--- src/rtl/ccs_map.svh ---
// Purpose: Register map, field positions, reset values and fixed figures of the scheduler.
// Assumes: Included by bare name from the design files.
// Notes: Definitions only.
`ifndef CCS_MAP_SVH
`define CCS_MAP_SVH

// Register byte offsets on the APB port.
`define CCS_ADDR_W 8
`define CCS_OFF_CTRL 8'h00
`define CCS_OFF_PERIOD 8'h04
`define CCS_OFF_BURST 8'h08
`define CCS_OFF_STATUS 8'h0C
`define CCS_OFF_TIMEOUT 8'h10

// Control register fields and reset values.
`define CCS_CTRL_AUTO 0
`define CCS_CTRL_LIVE 1
`define CCS_CTRL_FORCE 2
`define CCS_CTRL_RST 3'h3

// Status register fields.
`define CCS_ST_CHUP 0
`define CCS_ST_REQ 1
`define CCS_ST_LRST 2
`define CCS_ST_TXB_LO 8
`define CCS_ST_RXB_LO 12

// Transceiver lane widths in bytes.
`define CCS_TX_BYTES 4'h8
`define CCS_RX_BYTES 4'h4

// Cycles that the link reset stands after a missed compensation timeout.
`define CCS_LRST_LEN 8'h80

`endif

--- src/rtl/ccs_pkg.sv ---
// Purpose: Types shared by the scheduler design files.
// Assumes: Nothing beyond SystemVerilog packages.
// Notes: Numbers live in ccs_map.svh.
package ccs_pkg;

    typedef enum logic [0:0] {
        CCS_HP_WATCH,
        CCS_HP_RESET
    } ccs_hp_state_t;

endpackage

--- src/rtl/ccs_cycle_cnt.sv ---
// Purpose: Free counter that wraps at a programmable limit.
// Assumes: Clear has priority over counting; ce freezes the count.
// Notes: wrap is high in the cycle the count sits at its limit.
`timescale 1ns/1ps
`default_nettype none
module ccs_cycle_cnt #(
    parameter int W = 16
) (
    // Clock, reset and clock enable
    input wire logic clk,
    input wire logic rst_n,
    input wire logic ce,
    // Control
    input wire logic clear,
    input wire logic [W-1:0] limit,
    // State
    output logic [W-1:0] count,
    output logic wrap
);

    logic [W-1:0] count_r;
    logic [W-1:0] count_nxt;

    assign wrap = (count_r == limit);
    assign count = count_r;

    always_comb begin
        count_nxt = count_r;
        if (clear || wrap) begin
            count_nxt = '0;
        end else begin
            count_nxt = count_r + {{(W-1){1'b0}}, 1'b1};
        end
    end

    always_ff @(posedge clk or negedge rst_n) begin
        if (!rst_n) begin
            count_r <= '0;
        end else if (ce) begin
            count_r <= count_nxt;
        end
    end

endmodule
`default_nettype wire

--- src/rtl/ccs_top.sv ---
// Purpose: Clock compensation scheduler with transmit ready gating and a hot-plug watchdog.
// Assumes: All link-side inputs come from logic on pclk, the single user clock.
// Notes: Registers sit on a zero-wait APB slave; every output is registered.
`timescale 1ns/1ps
`default_nettype none
`include "ccs_map.svh"

// Function
// - Raise the compensation request three cycles in every 10,000 cycles.
// - Hold transmit ready low toward the user while the request is high.
// - Generate request pulses autonomously and drive them on the request output.
// - Send compensation whenever the request is high, any time, any length.
// - Transmit lane eight bytes, receive lane four, user path eight-byte aligned.
// - Reset the link when no compensation is received within the timeout.
module ccs_top
    import ccs_pkg::*;
#(
    parameter logic [15:0] PERIOD_CYC = 16'h2710,
    parameter logic [15:0] BURST_CYC = 16'h0003,
    parameter logic [23:0] TIMEOUT_CYC = 24'h00C350,
    parameter int CNT_W = 16,
    parameter int WD_W = 24
) (
    // Clock, reset and clock enable
    input wire logic pclk,
    input wire logic presetn,
    input wire logic ce,
    // APB slave
    input wire logic psel,
    input wire logic penable,
    input wire logic pwrite,
    input wire logic [`CCS_ADDR_W-1:0] paddr,
    input wire logic [31:0] pwdata,
    output logic [31:0] prdata,
    output logic pready,
    output logic pslverr,
    // Link core side
    input wire logic channel_up,
    input wire logic core_tx_ready,
    input wire logic rx_comp_seen,
    output logic comp_request,
    output logic user_tx_ready,
    output logic link_reset
);

    // Register state.
    logic [2:0] ctrl_r;
    logic [2:0] ctrl_nxt;
    logic [CNT_W-1:0] period_r;
    logic [CNT_W-1:0] period_nxt;
    logic [CNT_W-1:0] burst_r;
    logic [CNT_W-1:0] burst_nxt;
    logic [WD_W-1:0] timeout_r;
    logic [WD_W-1:0] timeout_nxt;
    logic [31:0] prdata_r;
    logic [31:0] prdata_nxt;
    logic pready_r;
    logic pready_nxt;
    logic pslverr_r;
    logic pslverr_nxt;

    // Scheduler and gating state.
    logic req_r;
    logic req_nxt;
    logic txr_r;
    logic txr_nxt;
    logic auto_run;
    logic [CNT_W-1:0] sched_cnt;

    // Hot-plug state.
    ccs_hp_state_t hp_r;
    ccs_hp_state_t hp_nxt;
    logic [7:0] lrst_cnt_r;
    logic [7:0] lrst_cnt_nxt;
    logic lrst_r;
    logic lrst_nxt;
    logic wd_clear;
    logic wd_wrap;

    logic setup;
    logic wr_en;
    logic hit;
    logic [31:0] rd_mux;
    logic [31:0] status;

    assign setup = psel && !penable;
    assign wr_en = psel && penable && pready_r && pwrite;

    // Live insertion forces the periodic pattern on, since the watchdog lives on it.
    assign auto_run = (ctrl_r[`CCS_CTRL_AUTO] || ctrl_r[`CCS_CTRL_LIVE]) && channel_up;

    ccs_cycle_cnt #(
        .W(CNT_W)
    ) u_period (
        .clk(pclk),
        .rst_n(presetn),
        .ce(ce),
        .clear(!auto_run),
        .limit(period_r - {{(CNT_W-1){1'b0}}, 1'b1}),
        .count(sched_cnt),
        .wrap()
    );

    ccs_cycle_cnt #(
        .W(WD_W)
    ) u_watchdog (
        .clk(pclk),
        .rst_n(presetn),
        .ce(ce),
        .clear(wd_clear),
        .limit(timeout_r),
        .count(),
        .wrap(wd_wrap)
    );

    always_comb begin
        status = '0;
        status[`CCS_ST_CHUP] = channel_up;
        status[`CCS_ST_REQ] = req_r;
        status[`CCS_ST_LRST] = lrst_r;
        status[`CCS_ST_TXB_LO +: 4] = `CCS_TX_BYTES;
        status[`CCS_ST_RXB_LO +: 4] = `CCS_RX_BYTES;
        hit = 1'b1;
        rd_mux = '0;
        case (paddr)
            `CCS_OFF_CTRL: rd_mux[2:0] = ctrl_r;
            `CCS_OFF_PERIOD: rd_mux[CNT_W-1:0] = period_r;
            `CCS_OFF_BURST: rd_mux[CNT_W-1:0] = burst_r;
            `CCS_OFF_STATUS: rd_mux = status;
            `CCS_OFF_TIMEOUT: rd_mux[WD_W-1:0] = timeout_r;
            default: hit = 1'b0;
        endcase
    end

    // The answer is prepared in the setup cycle so pready can come from a flop
    // without adding a wait state.
    always_comb begin
        ctrl_nxt = ctrl_r;
        period_nxt = period_r;
        burst_nxt = burst_r;
        timeout_nxt = timeout_r;
        pready_nxt = setup;
        prdata_nxt = setup ? rd_mux : prdata_r;
        pslverr_nxt = setup ? !hit : pslverr_r;
        if (wr_en) begin
            case (paddr)
                `CCS_OFF_CTRL: ctrl_nxt = pwdata[2:0];
                `CCS_OFF_PERIOD: period_nxt = pwdata[CNT_W-1:0];
                `CCS_OFF_BURST: burst_nxt = pwdata[CNT_W-1:0];
                `CCS_OFF_TIMEOUT: timeout_nxt = pwdata[WD_W-1:0];
                default: ctrl_nxt = ctrl_r;
            endcase
        end
    end

    always_ff @(posedge pclk or negedge presetn) begin
        if (!presetn) begin
            ctrl_r <= `CCS_CTRL_RST;
            period_r <= PERIOD_CYC;
            burst_r <= BURST_CYC;
            timeout_r <= TIMEOUT_CYC;
            pready_r <= 1'b0;
            prdata_r <= '0;
            pslverr_r <= 1'b0;
        end else if (ce) begin
            ctrl_r <= ctrl_nxt;
            period_r <= period_nxt;
            burst_r <= burst_nxt;
            timeout_r <= timeout_nxt;
            pready_r <= pready_nxt;
            prdata_r <= prdata_nxt;
            pslverr_r <= pslverr_nxt;
        end
    end

    // Request and ready are computed from the same next value, so the user never
    // sees ready high in a cycle where the core is sending compensation.
    always_comb begin
        req_nxt = (auto_run && (sched_cnt < burst_r))
            || ctrl_r[`CCS_CTRL_FORCE];
        txr_nxt = core_tx_ready && !req_nxt;
    end

    always_ff @(posedge pclk or negedge presetn) begin
        if (!presetn) begin
            req_r <= 1'b0;
            txr_r <= 1'b0;
        end else if (ce) begin
            req_r <= req_nxt;
            txr_r <= txr_nxt;
        end
    end

    // The watchdog restarts on each received compensation; a missed window
    // resets the link for a fixed stretch and then watches again.
    assign wd_clear = rx_comp_seen || !ctrl_r[`CCS_CTRL_LIVE] || (hp_r == CCS_HP_RESET);

    always_comb begin
        hp_nxt = hp_r;
        lrst_cnt_nxt = lrst_cnt_r;
        lrst_nxt = 1'b0;
        case (hp_r)
            CCS_HP_WATCH: begin
                if (ctrl_r[`CCS_CTRL_LIVE] && !rx_comp_seen && wd_wrap) begin
                    hp_nxt = CCS_HP_RESET;
                    lrst_cnt_nxt = '0;
                    lrst_nxt = 1'b1;
                end
            end
            CCS_HP_RESET: begin
                lrst_nxt = 1'b1;
                lrst_cnt_nxt = lrst_cnt_r + 8'h01;
                if (lrst_cnt_r == `CCS_LRST_LEN - 8'h01) begin
                    hp_nxt = CCS_HP_WATCH;
                    lrst_nxt = 1'b0;
                end
            end
            default: hp_nxt = CCS_HP_WATCH;
        endcase
    end

    always_ff @(posedge pclk or negedge presetn) begin
        if (!presetn) begin
            hp_r <= CCS_HP_WATCH;
            lrst_cnt_r <= '0;
            lrst_r <= 1'b0;
        end else if (ce) begin
            hp_r <= hp_nxt;
            lrst_cnt_r <= lrst_cnt_nxt;
            lrst_r <= lrst_nxt;
        end
    end

    assign prdata = prdata_r;
    assign pready = pready_r;
    assign pslverr = pslverr_r;
    assign comp_request = req_r;
    assign user_tx_ready = txr_r;
    assign link_reset = lrst_r;

endmodule
`default_nettype wire

--- config.mk ---
export PLATFORM = sky130hd
export DESIGN_NAME = ccs_top
export DESIGN_NICKNAME = d
export VERILOG_FILES = /design/src/rtl/ccs_pkg.sv /design/src/rtl/ccs_cycle_cnt.sv /design/src/rtl/ccs_top.sv
export VERILOG_INCLUDE_DIRS = /design/src /design/src/rtl
export SDC_FILE = /design/constraint.sdc
export NUM_CORES = 1
export LEC_CHECK = 0
export ABC_AREA = 1
export ABC_CLOCK_PERIOD_IN_PS = 1900
export BUFFER_PORTS_ARGS = -buffer_cell sky130_fd_sc_hd__buf_4
export CAP_MARGIN = 30
export CORE_MARGIN = 1
export CORE_UTILIZATION = 55
export CTS_BUF_LIST = sky130_fd_sc_hd__clkbuf_2
export CTS_CLUSTER_DIAMETER = 50
export DETAILED_ROUTE_END_ITERATION = 10
export MAX_ROUTING_LAYER = met4
export PLACE_DENSITY_LB_ADDON = 0.2
export SYNTH_ARGS = -nofsm -noshare
export SYNTH_HDL_FRONTEND = slang
export SYNTH_SLANG_ARGS = --single-unit
--- constraint.sdc ---
create_clock -name pclk -period 1.9 [get_ports pclk]
set_input_delay 0.19 -clock pclk [delete_from_list [all_inputs] [get_ports pclk]]
set_output_delay 0.19 -clock pclk [all_outputs]
set_load 0.03 [all_outputs]
==> impl_metrics.json <==
{
  "grt_util_all_layers": 0.302,
  "port-buffer-count": 69,
  "final_hold_viol_count": 0,
  "endpoint_kind": "flop",
  "worstSetupPathType": "flop to flop",
  "p_leak_nw": 4.60,
  "io_pins": 86,
  "tns_ns": 0,
  "drv_cap": 0,
  "multi_input_area_mm2": 0.00386,
  "hold_path_end": "prdata[2]$_DFFE_PN0P_",
  "slew_violations": 0,
  "synth_seq_cells": 136,
  "status": "finished clean",
  "critPathLaunchType": "flop",
  "rr_worst_depth": 12,
  "grt_pass1_vias": 6541,
  "synth_top_area_cell": "dfrtp_1",
  "peakVddDrop_v": 0.000607,
  "grt_pass1_wl_mm": 32.5,
  "core-area_mm2": 0.0135,
  "fill_cells": 1114,
  "fin_area_mm2": 0.00950,
  "drtAntennaViolNets": 0,
  "post-place-ws_ns": -0.0279,
  "clock_sinks": 136,
  "rsz0062_at_grt": "true",
  "vias": 6852,
  "cts_tree": "yes",
  "dr.pass1.iters": 5,
  "die_w_um": 120,
  "critical_path_peak_fanout": 8,
  "hold_path_depth": 8,
  "synth_warnings": 0,
  "antenna_found_initial": 1,
  "gp_congestion": 0.898,
  "drt_iter0_drc": 468,
  "drive_above_1_share": 0.220,
  "ys_async_sr_fraction": 1.00,
  "clockBufferDepth": 2,
  "fin_ws_ns": 0.0580,
  "avgSynthCellArea_um2": 8.05,
  "seq_area_mm2": 0.00343,
  "overflow": 0,
  "final.setup_skew_ns": 0.0260,
  "crit_path_start": "period_r[5]$_DFFE_PN0P_",
  "p_per_area_mw_per_mm2": 609,
  "place_area_mm2": 0.00858,
  "initial_utilization": 0.573,
  "fin_crit_sh": 0.969,
  "stdcell_count": 1289,
  "whs_ns": 0.0710,
  "clk_pin_slew_worst_paths_ns": 0.20,
  "dp_cells": 1211,
  "cts_max_level": 4,
  "fmax_mhz": 543,
  "die_y_um": 120,
  "grt_start_max_net_pins": 55,
  "finalNetCount": 1167,
  "r2r_slack_ns": 0.06,
  "synth_commonest_cells": "nand2_1 (250), dfrtp_1 (121), inv_1 (103)",
  "cts_buffers": 17,
  "post_drt_wl_per_cell_um": 15.6,
  "seq_area_frac_synth": 0.444,
  "clock_latency_ns": 0.71,
  "synth_cells": 957,
  "synthDistinctLibCells": 46,
  "arrival_ns": 2.46,
  "synthFlopType": "dfrtp_1",
  "clockRootBuffer": "clkbuf_2",
  "finalWirelength_mm": 20.1,
  "dieArea_mm2": 0.0145,
  "slew_headroom": 0.585,
  "synthTopCellsByArea": "dfrtp_1 (39%), nand2_1 (12%), o21ai_0 (6.0%), dfstp_2 (5.1%), inv_1 (5.0%)",
  "detail_route.vias_per_cell": 5.32,
  "hp-start": "paddr[0]",
  "hold_path_class": "primary input to flop",
  "period_needed_ns": 1.84,
  "reg2reg_to": "u_period.count[15]$_DFFE_PN0P_",
  "synth-edff-count": 0,
  "row_count": 42,
  "syn_to_final_growth_pct": 23.4,
  "drc": 0,
  "synthMostInstantiatedCell": "nand2_1",
  "place_hpwl_mm": 14.7,
  "cp_data_required_time_ns": 2.52,
  "synth_area_mm2": 0.00770,
  "synth_top_area_frac": 0.393,
  "setup_viol": 0,
  "r2r_start": "period_r[5]$_DFFE_PN0P_",
  "worst_pin_slew_ns": 0.616
}
## worst max-delay path by stage
| stage | to | slack [ns] | depth (start not counted) |
|---|---|---|---|
| floorplan | u_period.count[10]$_DFFE_PN0P_ | 0.02 | 14 |
| global placement | u_period.count[0]$_DFFE_PN0P_ | 0.01 | 13 |
| detailed placement | u_period.count[0]$_DFFE_PN0P_ | -0.03 | 13 |
| CTS | u_period.count[0]$_DFFE_PN0P_ | 0.02 | 13 |
| global route | user_tx_ready$_DFFE_PN0P_ | -0.07 | 12 |
| finish | u_period.count[15]$_DFFE_PN0P_ | 0.06 | 12 |
## flip-flops by register name (all words and copies together), names as in the netlist
register	count
u_watchdog.count	24
ctrl_r	3
pslverr	1
timeout_r	24
period_r	16
pready	1
prdata	24
u_period.count	16
comp_request	1
burst_r	16
lrst_cnt_r	8
user_tx_ready	1
link_reset	1
## layout make-up
| type | instances | area share |
|---|---|---|
| well taps | 176 | 0.0232 |
| multi-input cells | 684 | 0.406 |
| clock inverters | 13 | 0.0237 |
| diodes | 1 | 0.000263 |
| clock buffers | 19 | 0.0100 |
| repair buffers | 154 | 0.134 |
| inverters | 106 | 0.0419 |
| flip-flops and latches | 136 | 0.361 |
## cells in the final DEF, fill, tap and decap left out, types with 3 or more instances in the layout
| cell | netlist | final |
|---|---|---|
| ha_1 | 19 | 17 |
| buf_4 | 9 | 113 |
| nor2_1 | 61 | 53 |
| dfstp_2 | 15 | 15 |
| nand3b_1 | 4 | 4 |
| nand2_2 | 2 | 5 |
| a21oi_2 | 10 | 14 |
| nand2_1 | 250 | 245 |
| dlygate4sd3_1 | 0 | 37 |
| a21oi_1 | 40 | 36 |
| clkinv_2 | 0 | 4 |
| xor2_1 | 43 | 43 |
| nor2_4 | 4 | 6 |
| xnor2_1 | 27 | 27 |
| nand3_2 | 0 | 3 |
| nand2_4 | 3 | 5 |
| nand3_1 | 36 | 33 |
| or2_2 | 3 | 3 |
| nor3_1 | 15 | 13 |
| inv_2 | 2 | 8 |
| nor2_2 | 6 | 12 |
| buf_6 | 1 | 3 |
| inv_1 | 103 | 97 |
| o21ai_1 | 3 | 4 |
| a22oi_1 | 8 | 8 |
| nor3_2 | 4 | 6 |
| conb_1 | 1 | 8 |
| nand4_1 | 17 | 17 |
| bufinv_16 | 0 | 6 |
| dfrtp_1 | 121 | 116 |
| nor4_1 | 7 | 5 |
| clkbuf_2 | 1 | 19 |
| dfrtp_2 | 0 | 5 |
| o21ai_0 | 92 | 89 |
| mux2_2 | 6 | 6 |
## critical path: stages (launching register included)
cell	delay [ns]
dfrtp_1	0.46
nor2_1	0.19
nand2_1	0.12
nor2_4	0.16
nand3_1	0.08
nand2_1	0.07
inv_1	0.05
nor2_2	0.09
nand2_1	0.07
nor2_2	0.11
nand2_2	0.12
nand2_4	0.17
a21oi_2	0.07
## kinds of logic (layout without fill, tap and decap cells)
family,count (synthesis),after routing,share of synthesized area
simple gates,415,416,0.237
flops,136,136,0.444
fa+ha+maj,19,19,0.0309
compound gates,164,164,0.118
xor+xnor,70,70,0.0796
mux,7,7,0.0102
buf+inv,145,292,0.0794
other cells,1,9,0.000487
## metal layers
layer | track usage | part of all wire
met5 | - | 0
met2 | 0.477 | 0.47
met3 | 0.0623 | 0.058
met1 | 0.383 | 0.44
met4 | 0.117 | 0.031
## per-stage QoR
step / power (mW) / utilization
2_1_floorplan: 3.30 / -
3_3_place_gp: 3.53 / 0.638
3_5_place_dp: 3.53 / 0.638
4_1_cts: 5.80 / 0.690
5_1_grt: 6.00 / 0.706
6_report: 5.79 / 0.706
## report_power, final
part,internal (mW),switching (mW)
combinational,0.215,0.326
clock,1.14,1.11
sequential,2.96,0.0505
total,4.31,1.48
## timing repair
| item | 4_1_cts | 5_1_grt |
|---|---|---|
| pin swaps | 0 | 18 |
| endpoints found under the setup margin | 16 | 49 |
| buffers inserted | 0 | 7 |
| hold buffers | 37 | 0 |
| resized for setup | 2 | 49 |
| endpoints found under the hold margin | 223 | 0 |
| gates cloned | 0 | 1 |
Power figures use the tool's default switching activity.
